--- src/common/das_pkg.sv ---
/*
  constants, register map and state types for the converter host bus control.
  assumes one 10 MHz clock (aclk) and an axi4-lite master for the register file.
*/
// Notes on behaviour
// RQ1 - byte-format select level at conversion start picks 8-bit (high) or 12-bit (low)
// RQ2 - result read with byte-format select low drives the eight top result bits
// RQ3 - result read with select high drives four low bits, zeros elsewhere
// RQ4 - channel latch and conversion start act on write strobe rising edge
// RQ5 - host not watching status waits about 35 us before reading
// RQ6 - host may use conversion status as wait/halt or interrupt request
// RQ7 - host may map the converter as memory or as an i/o device
// RQ8 - selected write, upper address low latches channel; high starts conversion (the code ignores a high write while a conversion runs)
// RQ9 - host sets channel before each start, allowing up to 10 us settling
// RQ10 - result bus released whenever no read is in progress
// RQ11 - next channel may be latched while a conversion still runs
package das_pkg;

  // ==========================================================
  // timing
  localparam int CLK_HZ = 10_000_000;
  localparam int CLK_PERIOD_NS = 1_000_000_000 / CLK_HZ;
  localparam int CONV12_TIME_NS = 35_000;
  localparam int CONV8_TIME_NS = 25_000;
  localparam int CNT_W = 9;
  localparam logic [CNT_W-1:0] CONV12_CYC = CNT_W'(CONV12_TIME_NS / CLK_PERIOD_NS);
  localparam logic [CNT_W-1:0] CONV8_CYC = CNT_W'(CONV8_TIME_NS / CLK_PERIOD_NS);
  localparam logic [CNT_W-1:0] CNT_LAST = 9'h001;

  // ==========================================================
  // data widths
  localparam int RESULT_W = 12;
  localparam int BYTE_W = 8;
  localparam int CHAN_W = 3;
  localparam int LOW_NIB_W = 4;
  localparam logic [LOW_NIB_W-1:0] ZERO_NIB = 4'h0;

  // ==========================================================
  // host pin synchroniser lanes
  localparam int SYNC_W = 8;
  localparam int SY_WR = 0;
  localparam int SY_RD = 1;
  localparam int SY_SEL = 2;
  localparam int SY_AHI = 3;
  localparam int SY_BFS = 4;
  localparam int SY_DAT = 5;
  localparam logic [SYNC_W-1:0] SYNC_INIT = 8'h07;

  // ==========================================================
  // axi4-lite register map
  localparam int ADDR_W = 4;
  localparam logic [ADDR_W-1:0] OFF_STATUS = 4'h0;
  localparam logic [ADDR_W-1:0] OFF_MASK = 4'h4;
  localparam logic [ADDR_W-1:0] OFF_RESULT = 4'h8;
  localparam logic [ADDR_W-1:0] OFF_CONTROL = 4'hc;
  localparam logic [1:0] RESP_OKAY = 2'h0;
  localparam logic [1:0] RESP_SLVERR = 2'h2;

  // event bits, shared by status and mask
  localparam int EV_W = 2;
  localparam int EV_DONE = 0;
  localparam int EV_OVERLAP = 1;

  // result register fields
  localparam int RES_CHAN_LSB = 12;
  localparam int RES_SHORT_BIT = 15;
  localparam int RES_BUSY_BIT = 16;

  // control register
  localparam int CTL_HOST_EN = 0;
  localparam logic CTL_HOST_EN_RST = 1'b1;

  typedef enum logic {ST_IDLE = 1'b0, ST_CONV = 1'b1} conv_state_t;

endpackage

--- src/design/pin_sync.sv ---
/*
  three-stage synchroniser for asynchronous host pins.
  the output only follows once stages two and three agree, so a
  glitch held for one sample is not passed on. stage one feeds stage two only.
*/
module pin_sync #(
  parameter int W = 8,
  parameter logic [W-1:0] INIT = '0
) (
  input wire logic aclk,
  input wire logic aresetn,
  input wire logic [W-1:0] pin,
  output logic [W-1:0] stable
);

  logic [W-1:0] s1_q;
  logic [W-1:0] s2_q;
  logic [W-1:0] s3_q;
  logic [W-1:0] out_q;
  logic [W-1:0] out_d;

  // ==========================================================
  // per-lane agreement filter
  genvar i;
  generate
    for (i = 0; i < W; i++) begin : g_lane
      always_comb begin
        out_d[i] = (s2_q[i] == s3_q[i]) ? s3_q[i] : out_q[i];
      end
    end
  endgenerate

  always_ff @(posedge aclk) begin
    if (!aresetn) begin
      s1_q <= INIT;
      s2_q <= INIT;
      s3_q <= INIT;
      out_q <= INIT;
    end else begin
      s1_q <= pin;
      s2_q <= s1_q;
      s3_q <= s2_q;
      out_q <= out_d;
    end
  end

  assign stable = out_q;

endmodule

--- src/design/das_host_bus_control.sv ---
/*
  host bus control for an eight-channel 12-bit acquisition converter:
  decodes host strobes into channel latch, conversion start and byte reads,
  times the conversion and raises conversion status, with an axi4-lite
  register file for events, mask, result and host enable.
  assumes host pins are asynchronous and the converter core result is on aclk.
*/
// Local design decisions: the register addresses and register access over AXI4-Lite.
module das_host_bus_control (
  input wire logic aclk,
  input wire logic aresetn,
  // host side pins
  input wire logic host_wr_n,
  input wire logic host_rd_n,
  input wire logic host_sel_n,
  input wire logic host_addr_hi,
  input wire logic byte_format_select,
  input wire logic [das_pkg::CHAN_W-1:0] host_data_in,
  output logic [das_pkg::BYTE_W-1:0] host_data_out,
  output logic host_data_oe,
  output logic conversion_status,
  // converter core side
  output logic channel_addr_bit0,
  output logic channel_addr_bit1,
  output logic channel_addr_bit2,
  output logic conv_start,
  output logic conv_short,
  input wire logic [das_pkg::RESULT_W-1:0] conv_result,
  // axi4-lite slave
  input wire logic [das_pkg::ADDR_W-1:0] s_axi_awaddr,
  input wire logic s_axi_awvalid,
  output logic s_axi_awready,
  input wire logic [31:0] s_axi_wdata,
  input wire logic [3:0] s_axi_wstrb,
  input wire logic s_axi_wvalid,
  output logic s_axi_wready,
  output logic [1:0] s_axi_bresp,
  output logic s_axi_bvalid,
  input wire logic s_axi_bready,
  input wire logic [das_pkg::ADDR_W-1:0] s_axi_araddr,
  input wire logic s_axi_arvalid,
  output logic s_axi_arready,
  output logic [31:0] s_axi_rdata,
  output logic [1:0] s_axi_rresp,
  output logic s_axi_rvalid,
  input wire logic s_axi_rready,
  output logic irq
);

  // ==========================================================
  // host pin synchronisers
  logic [das_pkg::SYNC_W-1:0] pins;
  logic [das_pkg::SYNC_W-1:0] sy;

  assign pins = {host_data_in, byte_format_select, host_addr_hi, host_sel_n, host_rd_n, host_wr_n};

  pin_sync #(.W(das_pkg::SYNC_W), .INIT(das_pkg::SYNC_INIT)) u_sync (
    .aclk(aclk),
    .aresetn(aresetn),
    .pin(pins),
    .stable(sy)
  );

  // ==========================================================
  // conversion and host decode state
  das_pkg::conv_state_t state_q, state_d;
  logic [das_pkg::CNT_W-1:0] cnt_q, cnt_d;
  logic [das_pkg::CHAN_W-1:0] chan_q, chan_d;
  logic [das_pkg::RESULT_W-1:0] result_q, result_d;
  logic short_q, short_d;
  logic wr_prev_q, wr_prev_d;
  logic start_q, start_d;
  logic [das_pkg::BYTE_W-1:0] dout_q, dout_d;
  logic oe_q, oe_d;
  logic ev_done, ev_overlap;
  logic host_en_q;
  logic wr_rise;

  always_comb begin
    state_d = state_q;
    cnt_d = cnt_q;
    chan_d = chan_q;
    result_d = result_q;
    short_d = short_q;
    start_d = 1'b0;
    ev_done = 1'b0;
    ev_overlap = 1'b0;
    wr_prev_d = sy[das_pkg::SY_WR];
    // RQ4 write on rising strobe
    wr_rise = !wr_prev_q && sy[das_pkg::SY_WR] && !sy[das_pkg::SY_SEL] && host_en_q;
    if (state_q == das_pkg::ST_CONV) begin
      if (cnt_q == das_pkg::CNT_LAST) begin
        state_d = das_pkg::ST_IDLE;
        ev_done = 1'b1;
        // short cycle leaves the low nibble at zero
        result_d = short_q ? {conv_result[das_pkg::RESULT_W-1:das_pkg::LOW_NIB_W], das_pkg::ZERO_NIB}
                           : conv_result;
      end else begin
        cnt_d = cnt_q - das_pkg::CNT_LAST;
      end
    end
    if (wr_rise) begin
      if (!sy[das_pkg::SY_AHI]) begin
        // RQ8 low address latches channel
        chan_d = sy[das_pkg::SY_DAT +: das_pkg::CHAN_W];
        // RQ11 overlap channel select
        ev_overlap = (state_q == das_pkg::ST_CONV);
      end else if (state_q == das_pkg::ST_IDLE) begin
        // RQ1 length from format select
        short_d = sy[das_pkg::SY_BFS];
        cnt_d = sy[das_pkg::SY_BFS] ? das_pkg::CONV8_CYC : das_pkg::CONV12_CYC;
        state_d = das_pkg::ST_CONV;
        start_d = 1'b1;
      end
    end
    // RQ10 release bus outside reads
    oe_d = !sy[das_pkg::SY_RD] && !sy[das_pkg::SY_SEL] && host_en_q;
    if (sy[das_pkg::SY_BFS]) begin
      // RQ3 low nibble then zeros
      dout_d = {result_q[das_pkg::LOW_NIB_W-1:0], das_pkg::ZERO_NIB};
    end else begin
      // RQ2 eight top bits
      dout_d = result_q[das_pkg::RESULT_W-1:das_pkg::LOW_NIB_W];
    end
  end

  always_ff @(posedge aclk) begin
    if (!aresetn) begin
      state_q <= das_pkg::ST_IDLE;
      cnt_q <= '0;
      chan_q <= '0;
      result_q <= '0;
      short_q <= 1'b0;
      wr_prev_q <= 1'b1;
      start_q <= 1'b0;
      dout_q <= '0;
      oe_q <= 1'b0;
    end else begin
      state_q <= state_d;
      cnt_q <= cnt_d;
      chan_q <= chan_d;
      result_q <= result_d;
      short_q <= short_d;
      wr_prev_q <= wr_prev_d;
      start_q <= start_d;
      dout_q <= dout_d;
      oe_q <= oe_d;
    end
  end

  assign host_data_out = dout_q;
  assign host_data_oe = oe_q;
  assign conversion_status = logic'(state_q);
  assign channel_addr_bit0 = chan_q[0];
  assign channel_addr_bit1 = chan_q[1];
  assign channel_addr_bit2 = chan_q[2];
  assign conv_start = start_q;
  assign conv_short = short_q;

  // ==========================================================
  // axi4-lite slave and register file
  logic aw_q, aw_d, w_q, w_d, bv_q, bv_d, rv_q, rv_d;
  logic awr_q, awr_d, wr_q, wr_d, arr_q, arr_d;
  logic [das_pkg::ADDR_W-1:0] awaddr_q, awaddr_d;
  logic [31:0] wdata_q, wdata_d, rdata_q, rdata_d;
  logic [1:0] bresp_q, bresp_d, rresp_q, rresp_d;
  logic [das_pkg::EV_W-1:0] stat_q, stat_d, mask_q, mask_d, ev;
  logic host_en_d;
  logic irq_q, irq_d;
  logic do_wr;

  // unmapped or misaligned words answer slverr
  function automatic logic known(input logic [das_pkg::ADDR_W-1:0] a);
    known = (a == das_pkg::OFF_STATUS) || (a == das_pkg::OFF_MASK) ||
            (a == das_pkg::OFF_RESULT) || (a == das_pkg::OFF_CONTROL);
  endfunction

  always_comb begin
    aw_d = aw_q;
    w_d = w_q;
    awaddr_d = awaddr_q;
    wdata_d = wdata_q;
    bv_d = bv_q;
    bresp_d = bresp_q;
    rv_d = rv_q;
    rresp_d = rresp_q;
    rdata_d = rdata_q;
    mask_d = mask_q;
    host_en_d = host_en_q;
    awr_d = 1'b0;
    wr_d = 1'b0;
    arr_d = 1'b0;
    ev = '0;
    ev[das_pkg::EV_DONE] = ev_done;
    ev[das_pkg::EV_OVERLAP] = ev_overlap;
    stat_d = stat_q;
    if (s_axi_awvalid && !aw_q && !awr_q) begin
      awr_d = 1'b1;
      aw_d = 1'b1;
      awaddr_d = s_axi_awaddr;
    end
    if (s_axi_wvalid && !w_q && !wr_q) begin
      wr_d = 1'b1;
      w_d = 1'b1;
      wdata_d = s_axi_wdata;
    end
    do_wr = aw_q && w_q && !bv_q;
    if (do_wr) begin
      aw_d = 1'b0;
      w_d = 1'b0;
      bv_d = 1'b1;
      bresp_d = known(awaddr_q) ? das_pkg::RESP_OKAY : das_pkg::RESP_SLVERR;
      if (awaddr_q == das_pkg::OFF_STATUS) begin
        stat_d = stat_q & ~wdata_q[das_pkg::EV_W-1:0];
      end else if (awaddr_q == das_pkg::OFF_MASK) begin
        mask_d = wdata_q[das_pkg::EV_W-1:0];
      end else if (awaddr_q == das_pkg::OFF_CONTROL) begin
        host_en_d = wdata_q[das_pkg::CTL_HOST_EN];
      end
    end
    // a new event wins over a clear in the same cycle
    stat_d = stat_d | ev;
    if (bv_q && s_axi_bready) begin
      bv_d = 1'b0;
    end
    if (s_axi_arvalid && !rv_q && !arr_q) begin
      arr_d = 1'b1;
      rv_d = 1'b1;
      rresp_d = known(s_axi_araddr) ? das_pkg::RESP_OKAY : das_pkg::RESP_SLVERR;
      rdata_d = '0;
      if (s_axi_araddr == das_pkg::OFF_STATUS) begin
        rdata_d[das_pkg::EV_W-1:0] = stat_q;
      end else if (s_axi_araddr == das_pkg::OFF_MASK) begin
        rdata_d[das_pkg::EV_W-1:0] = mask_q;
      end else if (s_axi_araddr == das_pkg::OFF_RESULT) begin
        rdata_d[das_pkg::RESULT_W-1:0] = result_q;
        rdata_d[das_pkg::RES_CHAN_LSB +: das_pkg::CHAN_W] = chan_q;
        rdata_d[das_pkg::RES_SHORT_BIT] = short_q;
        rdata_d[das_pkg::RES_BUSY_BIT] = (state_q == das_pkg::ST_CONV);
      end else if (s_axi_araddr == das_pkg::OFF_CONTROL) begin
        rdata_d[das_pkg::CTL_HOST_EN] = host_en_q;
      end
    end else if (rv_q && s_axi_rready) begin
      rv_d = 1'b0;
    end
    irq_d = |(stat_d & mask_d);
  end

  always_ff @(posedge aclk) begin
    if (!aresetn) begin
      aw_q <= 1'b0;
      w_q <= 1'b0;
      awr_q <= 1'b0;
      wr_q <= 1'b0;
      arr_q <= 1'b0;
      awaddr_q <= '0;
      wdata_q <= '0;
      bv_q <= 1'b0;
      bresp_q <= das_pkg::RESP_OKAY;
      rv_q <= 1'b0;
      rresp_q <= das_pkg::RESP_OKAY;
      rdata_q <= '0;
      stat_q <= '0;
      mask_q <= '0;
      host_en_q <= das_pkg::CTL_HOST_EN_RST;
      irq_q <= 1'b0;
    end else begin
      aw_q <= aw_d;
      w_q <= w_d;
      awr_q <= awr_d;
      wr_q <= wr_d;
      arr_q <= arr_d;
      awaddr_q <= awaddr_d;
      wdata_q <= wdata_d;
      bv_q <= bv_d;
      bresp_q <= bresp_d;
      rv_q <= rv_d;
      rresp_q <= rresp_d;
      rdata_q <= rdata_d;
      stat_q <= stat_d;
      mask_q <= mask_d;
      host_en_q <= host_en_d;
      irq_q <= irq_d;
    end
  end

  assign s_axi_awready = awr_q;
  assign s_axi_wready = wr_q;
  assign s_axi_bvalid = bv_q;
  assign s_axi_bresp = bresp_q;
  assign s_axi_arready = arr_q;
  assign s_axi_rvalid = rv_q;
  assign s_axi_rresp = rresp_q;
  assign s_axi_rdata = rdata_q;
  assign irq = irq_q;

endmodule

--- config.mk ---
export PLATFORM = sky130hd
export DESIGN_NAME = das_host_bus_control
export DESIGN_NICKNAME = d
export VERILOG_FILES = /design/src/common/das_pkg.sv /design/src/design/pin_sync.sv /design/src/design/das_host_bus_control.sv
export SDC_FILE = /design/constraint.sdc
export NUM_CORES = 1
export LEC_CHECK = 0
export ABC_AREA = 1
export BUFFER_PORTS_ARGS = -buffer_cell sky130_fd_sc_hd__buf_2
export CORE_MARGIN = 2
export CORE_UTILIZATION = 46
export CTS_CLUSTER_DIAMETER = 120
export CTS_CLUSTER_SIZE = 30
export DETAILED_ROUTE_END_ITERATION = 10
export GPL_ROUTABILITY_DRIVEN = 0
export PLACE_DENSITY = 0.85
export RECOVER_POWER = 25
export SYNTH_ARGS = -nofsm -noshare
export SYNTH_HDL_FRONTEND = slang
export SYNTH_HIERARCHICAL = 1
export SYNTH_SLANG_ARGS = --single-unit
--- constraint.sdc ---
create_clock -name aclk -period 1.5 [get_ports aclk]
set_clock_uncertainty 0.2 [all_clocks]
set_input_delay 0.075 -clock aclk [delete_from_list [all_inputs] [get_ports aclk]]
set_output_delay 0.075 -clock aclk [all_outputs]
set_load 0.01 [all_outputs]
==> impl_metrics.py, run 1 <==
metrics = {
    "detailed_routing": {
        "via_per_inst": 4.948,
        "wl_per_cell_um": 13.89,
        "drt_pass1_iterations": 7,
        "post_route_ant_nets": 0,
        "route.final.wire_length_um": 11000,
        "initial_drc_count": 207,
        "drc": 0,
        "vias": 3919,
    },
    "floorplanning": {
        "chipWidth_um": 98.87,
        "floorplan.core_area_um2": 8721,
        "starting_density_of_the_core_pct": 47.47,
        "core.rowCount": 34,
        "die_h_um": 98.87,
        "top_level_ports": 128,
        "fp.dieArea_um2": 9775,
    },
    "logic_synthesis": {
        "synth.most_common_cell": "sky130_fd_sc_hd__dfxtp_1",
        "post_synth.cell_area_avg_um2": 7.856,
        "yosysUniqueCellTypes": 35,
        "ys_top_cells_by_area": "sky130_fd_sc_hd__dfxtp_1 52%, sky130_fd_sc_hd__nand2_1 8.1%, sky130_fd_sc_hd__inv_1 6.7%, sky130_fd_sc_hd__nor2_1 6.3%, sky130_fd_sc_hd__a21oi_1 5.2%",
        "postSynthRegisterBits": 107,
        "synth_edf_count": 0,
        "ys_async_sr_fraction_pct": 0,
        "most_numerous_cell_types_in_the_synthesized_netlist": "107 x sky130_fd_sc_hd__dfxtp_1, 89 x sky130_fd_sc_hd__nand2_1, 74 x sky130_fd_sc_hd__inv_1",
        "synthFlopType": "sky130_fd_sc_hd__dfxtp_1",
        "synth.cell_area_um2": 4140,
        "yosys_warnings": 6,
        "post-synth-top-area-cell": "sky130_fd_sc_hd__dfxtp_1",
        "yosysTopAreaCellShare_pct": 51.74,
        "yosysSeqAreaShare_pct": 51.74,
        "number_of_instances_in_the_synthesized_netlist": 527,
    },
    "critical_path": {
        "critical-path-slowest-cell": "sky130_fd_sc_hd__dfxtp_2",
        "worst_setup_path_start_kind": "register",
        "ff2ff_path_depth": 9,
        "cp_num_buf_inv": 3,
        "path_delay_family": "simple AND/OR/NAND/NOR gates",
        "cp.arrival_ns": 1.82,
        "chain_of_cells_forming_the_critical_path": "inv_2 -> ha_4 -> inv_2 -> nor2_4 -> nand2_2 -> nor2_4 -> nand2_8 -> buf_6 -> a211oi_2",
        "worst-path-max-fanout": 6,
        "crit-reg2reg-launch": "cnt_q[1]$_SDFF_PN0_",
        "critPathKind": "reg2reg",
        "critical_path.max_stage_delay_ns": 0.33,
        "critical_path.endpoint_type": "register",
        "crit_required_ns": 1.59,
        "critical_path.reg2reg.endpoint": "result_q[5]$_SDFFE_PN0P_",
        "reg2reg_setup_slack_ns": -0.22,
    },
    "power": {
        "power.leakage_nw": 2.645,
        "worst_ir_drop_vdd_mv": 0.8525,
        "design_power_total_mw": 5.529,
        "power.density_nw_per_um2": 973.7,
    },
    "place": {
        "place_hpwl_um": 6634,
        "port-buffer-count": 76,
        "dpl_worst_slack_ns": -0.1681,
    },
    "global_route": {
        "grt_overflow_total": 0,
        "first_global_vias": 3816,
        "grt_start_max_net_pins": 38,
        "global_route_wire_length_before_repair_um": 16800,
        "antenna_found_initial": 0,
        "global_route.usage.total_pct": 21.31,
    },
    "cts": {
        "cts.reportedPaths.clkPinSlew_ns": 0.09,
        "ctsHtreeMaxLevel": 3,
        "clock_insertion_delay_worst_skew_ns": 0.37,
        "cts_buffers": 9,
        "max-clock-path-buffers": 2,
        "tritoncts": "done",
        "cts.root.buffer_cell": "sky130_fd_sc_hd__clkbuf_8",
        "cts.sinks": 107,
    },
    "outcome": {
        "status": "finished with violations",
        "violations": "setup timing",
    },
    "timing": {
        "grt_setup_unrepaired": "true",
        "finalSetupViolCount": 35,
        "timing.fmax_mhz": 580.7,
        "finalWorstSetupSlack_ns": -0.2221,
        "period_share_pct": 114.8,
        "finalHoldViolations": 0,
        "layout_min_cycle_time_ns": 1.722,
        "timing.final.max_slew_violations": 0,
    },
    "worst_hold_path": {
        "worst_hold_path_type": "in2reg",
        "min_delay_worst_endpoint": "s_axi_rdata[0]$_SDFFE_PN0P_",
        "worstHoldStart": "s_axi_araddr[0]",
        "min_path_cells": 8,
    },
    "layout": {
        "number_of_nets_in_the_final_layout": 752,
        "drive_gt1_share_pct": 22.95,
        "n_fill_cell": 640,
        "diodes": 0,
        "area_growth_syn_to_layout_pct": 37.14,
    },
    "run": {
        "max_cap_violations": 0,
    },
}
[tightest hold or removal path, delay by kind of cell]
family	cells	cell delay [ns]
buffers and inverters	2	0.13
and+or+nand+nor	5	0.28
AOI/OAI and AO/OA	1	0.08
[flip-flops by register name, indices dropped and copies added, names as in the netlist, 2 cells and up]
name,cells
s_axi_rdata,17
result_q,12
cnt_q,9
host_data_out,8
u_sync/s1_q,8
u_sync/s2_q,8
u_sync/s3_q,8
u_sync/stable,8
awaddr_q,4
chan_q,3
mask_q,2
stat_q,2
wdata_q,2
[cells by family (layout without fill, tap and decap cells)]
logic type	count (synthesis)	count (layout)	share of synthesized area (%)
AOI/OAI and AO/OA	99	99	13.15
adders and majority gates	2	2	0.6043
buffers and inverters	110	250	12.15
DFF	107	107	51.74
other	1	17	0.09057
and+or+nand+nor	208	209	22.27
[metal layers]
metal | GRT usage (%) | vias to the layer above | part of all wire (%)
met4 | 11.17 | 0 | 3.9
met5 | 0 | - | 0
met3 | 4.752 | 38 | 5.9
met2 | 35.91 | 145 | 48
li1 | - | 1947 | -
met1 | 25.34 | 1789 | 42
[final cells by class]
| type | instances | area (um2) | share of cell area (%) |
|---|---|---|---|
| clock buffer | 10 | 137.6 | 2.424 |
| clock inverter | 6 | 95.09 | 1.675 |
| inverter | 77 | 299.0 | 5.267 |
| multi-input combinational | 327 | 1743 | 30.70 |
| sequential | 107 | 2150 | 37.86 |
| tap | 108 | 135.1 | 2.380 |
| timing repair buffer | 157 | 1119 | 19.70 |
[power breakdown]
part	internal [mW]	total (mW)	switching, mW
clock	1.00	1.99	0.989
combinational	0.239	0.532	0.292
sequential	2.94	3.00	0.0665
[what timing repair did]
| item | 4_1_cts | 5_1_grt |
|---|---|---|
| pin swaps | 4 | 15 |
| gates resized for setup | 11 | 39 |
| hold buffers | 49 | 0 |
| endpoints found under the setup margin | 21 | 38 |
| gates cloned | 0 | 1 |
| buffers inserted | 5 | 4 |
| hold endpoints to repair | 50 | 0 |
[metrics by stage]
stage | cells | instance area, um2 | hold WS (ns) | TNS [ns] | utilization, %
floorplan | 543 | 4218 | -0.04018 | -0.1936 | -
global placement | 717 | 4706 | 0.04447 | -0.8234 | 53.96
detailed placement | 717 | 4706 | 0.05019 | -1.904 | 53.96
CTS | 787 | 5522 | 0.01303 | -1.634 | 63.31
global route | 792 | 5678 | 0.06057 | -7.859 | 65.11
finish | 792 | 5678 | 0.03042 | -3.782 | 65.11
[placed cells by master (no fill, tap or decap), types with 7 or more instances in the layout]
cell,n
sky130_fd_sc_hd__buf_2,58
sky130_fd_sc_hd__nor2_1,60
sky130_fd_sc_hd__clkbuf_8,10
sky130_fd_sc_hd__a21oi_1,38
sky130_fd_sc_hd__conb_1,17
sky130_fd_sc_hd__nor2_4,10
sky130_fd_sc_hd__nand4_1,10
sky130_fd_sc_hd__o21ai_0,43
sky130_fd_sc_hd__buf_4,23
sky130_fd_sc_hd__clkbuf_1,20
sky130_fd_sc_hd__nand2_1,87
sky130_fd_sc_hd__dlygate4sd3_1,49
sky130_fd_sc_hd__inv_1,71
sky130_fd_sc_hd__nor2_2,7
sky130_fd_sc_hd__nand3_1,16
sky130_fd_sc_hd__dfxtp_1,103
[worst max-delay path by stage]
stage | to | cells past startpoint | startpoint
after global placement | result_q[4]$_SDFFE_PN0P_ | 9 | cnt_q[1]$_SDFF_PN0_
after CTS | result_q[0]$_SDFFE_PN0P_ | 10 | cnt_q[1]$_SDFF_PN0_
final | result_q[5]$_SDFFE_PN0P_ | 9 | cnt_q[1]$_SDFF_PN0_
after floorplan | result_q[3]$_SDFFE_PN0P_ | 10 | cnt_q[1]$_SDFF_PN0_
after detailed placement | result_q[4]$_SDFFE_PN0P_ | 9 | cnt_q[1]$_SDFF_PN0_
after global routing | result_q[10]$_SDFFE_PN0P_ | 10 | cnt_q[1]$_SDFF_PN0_
No activity file was read; power rests on OpenSTA's default activity.
==> inputs of run 2 (changes only) <==
- PLACE_DENSITY: 0.85 -> 0.8
==> impl_metrics.py, run 2 (synthesis results as in run 1) <==
metrics = {
    "timing": {
        "finalSetupViolCount": 22,
        "timing.fmax_mhz": 607.3,
        "finalWorstSetupSlack_ns": -0.1467,
        "layout_min_cycle_time_ns": 1.647,
        "grt_setup_unrepaired": "true",
        "finalHoldViolations": 0,
        "final.hold.worst_slack_ns": 0.01636,
        "period_share_pct": 109.8,
        "timing.final.max_slew_violations": 0,
    },
    "critical_path": {
        "critPathKind": "reg2reg",
        "reg2reg_setup_slack_ns": -0.15,
        "critical_path.reg2reg.endpoint": "result_q[6]$_SDFFE_PN0P_",
        "crit-reg2reg-launch": "cnt_q[1]$_SDFF_PN0_",
        "crit_required_ns": 1.59,
        "ff2ff_path_depth": 9,
        "cp.arrival_ns": 1.74,
        "critical_path.endpoint_type": "register",
        "worst_setup_path_start_kind": "register",
        "worst-path-max-fanout": 7,
    },
    "floorplanning": {
        "floorplan.core_area_um2": 8721,
        "starting_density_of_the_core_pct": 47.47,
        "top_level_ports": 128,
        "die_h_um": 98.87,
        "fp.dieArea_um2": 9775,
        "chipWidth_um": 98.87,
        "core.rowCount": 34,
    },
    "global_route": {
        "global_route.usage.total_pct": 20.84,
        "antenna_found_initial": 0,
        "grt_overflow_total": 0,
        "globalRouteMet1Util_pct": 25.95,
        "grt_start_max_net_pins": 41,
        "grtUsageMet3_pct": 4.184,
        "first_global_vias": 3693,
        "busiest_layer": "met2",
        "use_met2_pct": 35.71,
        "global_route_wire_length_before_repair_um": 16520,
    },
    "cts": {
        "cts.sinks": 107,
        "clock_insertion_delay_worst_skew_ns": 0.37,
        "ctsHtreeMaxLevel": 3,
        "cts.reportedPaths.clkPinSlew_ns": 0.10,
        "cts_buffers": 9,
        "max-clock-path-buffers": 2,
        "tritoncts": "done",
        "cts.root.buffer_cell": "sky130_fd_sc_hd__clkbuf_8",
    },
    "detailed_routing": {
        "drc": 0,
        "drt_pass1_iterations": 5,
        "wl_per_cell_um": 12.97,
        "post_route_ant_nets": 0,
        "via_per_inst": 4.936,
        "initial_drc_count": 229,
        "route.final.wire_length_um": 10210,
        "vias": 3885,
    },
    "layout": {
        "max_reg_flops": 17,
        "most-common-layout-cells": "102 x sky130_fd_sc_hd__dfxtp_1, 84 x sky130_fd_sc_hd__nand2_1, 70 x sky130_fd_sc_hd__inv_1",
        "drive_gt1_share_pct": 25.63,
        "diodes": 0,
        "final_common_cell": "sky130_fd_sc_hd__dfxtp_1",
        "finish.instance_area_um2": 5634,
        "post_layout_nonfiller_instances": 787,
        "number_of_nets_in_the_final_layout": 747,
        "area_growth_syn_to_layout_pct": 36.08,
    },
    "run": {
        "max_cap_violations": 0,
    },
    "place": {
        "place_inst": 718,
        "place_hpwl_um": 6554,
        "dpl-instance-area_um2": 4713,
        "dpl_worst_slack_ns": -0.1825,
        "port-buffer-count": 76,
    },
    "worst_hold_path": {
        "min_delay_worst_endpoint": "u_sync/s3_q[1]$_SDFF_PN1_",
        "worstHoldStart": "aresetn",
        "worst_hold_path_type": "in2reg",
        "min_path_cells": 3,
    },
    "power": {
        "power.density_nw_per_um2": 980.1,
        "worst_ir_drop_vdd_mv": 0.6471,
        "power.leakage_nw": 2.625,
    },
    "outcome": {
        "status": "finished with violations",
        "violations": "setup timing",
    },
}
run 2: cell count changes in the layout (fill, tap and decap cells not counted), moves of 3 or more:
cell and change:
sky130_fd_sc_hd__clkbuf_1 -10, sky130_fd_sc_hd__buf_2 +8, sky130_fd_sc_hd__nor2_1 -7, sky130_fd_sc_hd__nor2_2 +6, sky130_fd_sc_hd__dlygate4sd3_1 -4, sky130_fd_sc_hd__nand2_1 -3
sky130_fd_sc_hd__nand2_2 +3
run 2: how the worst max path moves through the flow:
| stage | start | end | slack (ns) | depth (start not counted) |
|---|---|---|---|---|
| after global placement | cnt_q[1]$_SDFF_PN0_ | result_q[7]$_SDFFE_PN0P_ | -0.07 | 9 |
| after detailed placement | cnt_q[1]$_SDFF_PN0_ | result_q[11]$_SDFFE_PN0P_ | -0.18 | 10 |
| after global routing | cnt_q[1]$_SDFF_PN0_ | result_q[11]$_SDFFE_PN0P_ | -0.23 | 10 |
| final | cnt_q[1]$_SDFF_PN0_ | result_q[6]$_SDFFE_PN0P_ | -0.15 | 9 |
| after floorplan | cnt_q[1]$_SDFF_PN0_ | result_q[3]$_SDFFE_PN0P_ | -0.04 | 10 |
| after CTS | cnt_q[1]$_SDFF_PN0_ | result_q[1]$_SDFFE_PN0P_ | -0.1 | 10 |
run 2: timing repair:
item,4_1_cts,5_1_grt
hold buffers,45,0
hold endpoints to repair,45,0
cloned,1,0
setup endpoints to repair,21,35
resized for setup,23,34
buffers inserted,4,3
pin swaps,5,6
run 2: worst max-delay path, cell delays in order (launching register included):
cell	delay, ns
sky130_fd_sc_hd__dfxtp_2	0.33
sky130_fd_sc_hd__inv_2	0.07
sky130_fd_sc_hd__ha_4	0.13
sky130_fd_sc_hd__inv_2	0.04
sky130_fd_sc_hd__nor2_4	0.09
sky130_fd_sc_hd__nand2_2	0.08
sky130_fd_sc_hd__nor2_4	0.22
sky130_fd_sc_hd__buf_6	0.15
sky130_fd_sc_hd__nand2_8	0.07
sky130_fd_sc_hd__a211oi_2	0.20
run 2: final cells by class:
| class | instances | area [um2] |
|---|---|---|
| fill | 666 | 3087 |
| sequential | 107 | 2148 |
| multi-input combinational | 327 | 1734 |
| timing repair buffer | 152 | 1086 |
| inverter | 77 | 296.5 |
| clock buffer | 11 | 151.4 |
| tap | 108 | 135.1 |
| clock inverter | 5 | 82.58 |
run 2: through the flow:
step	utilization [%]	power (mW)	TNS (ns)
after floorplan	-	3.319	-0.1936
after global placement	54.05	3.450	-0.7753
after detailed placement	54.05	3.465	-2.029
after CTS	63.33	5.533	-1.190
after global routing	64.61	5.733	-4.008
final	64.61	5.522	-2.124
run 2: report_power, final:
| part | leakage, nW | switching [mW] | internal [mW] |
|---|---|---|---|
| logic | 1.63 | 0.286 | 0.242 |
| clock network | 0.120 | 0.950 | 1.04 |
| registers | 0.874 | 0.0646 | 2.94 |
| total | 2.62 | 1.30 | 4.22 |
run 2: routing by layer:
layer  share of wire (%)  vias up
met3                 6.5       21
li1                    -     1929
met2                  50      144
met1                  41     1791
met4                 2.4        0
met5                   0        -
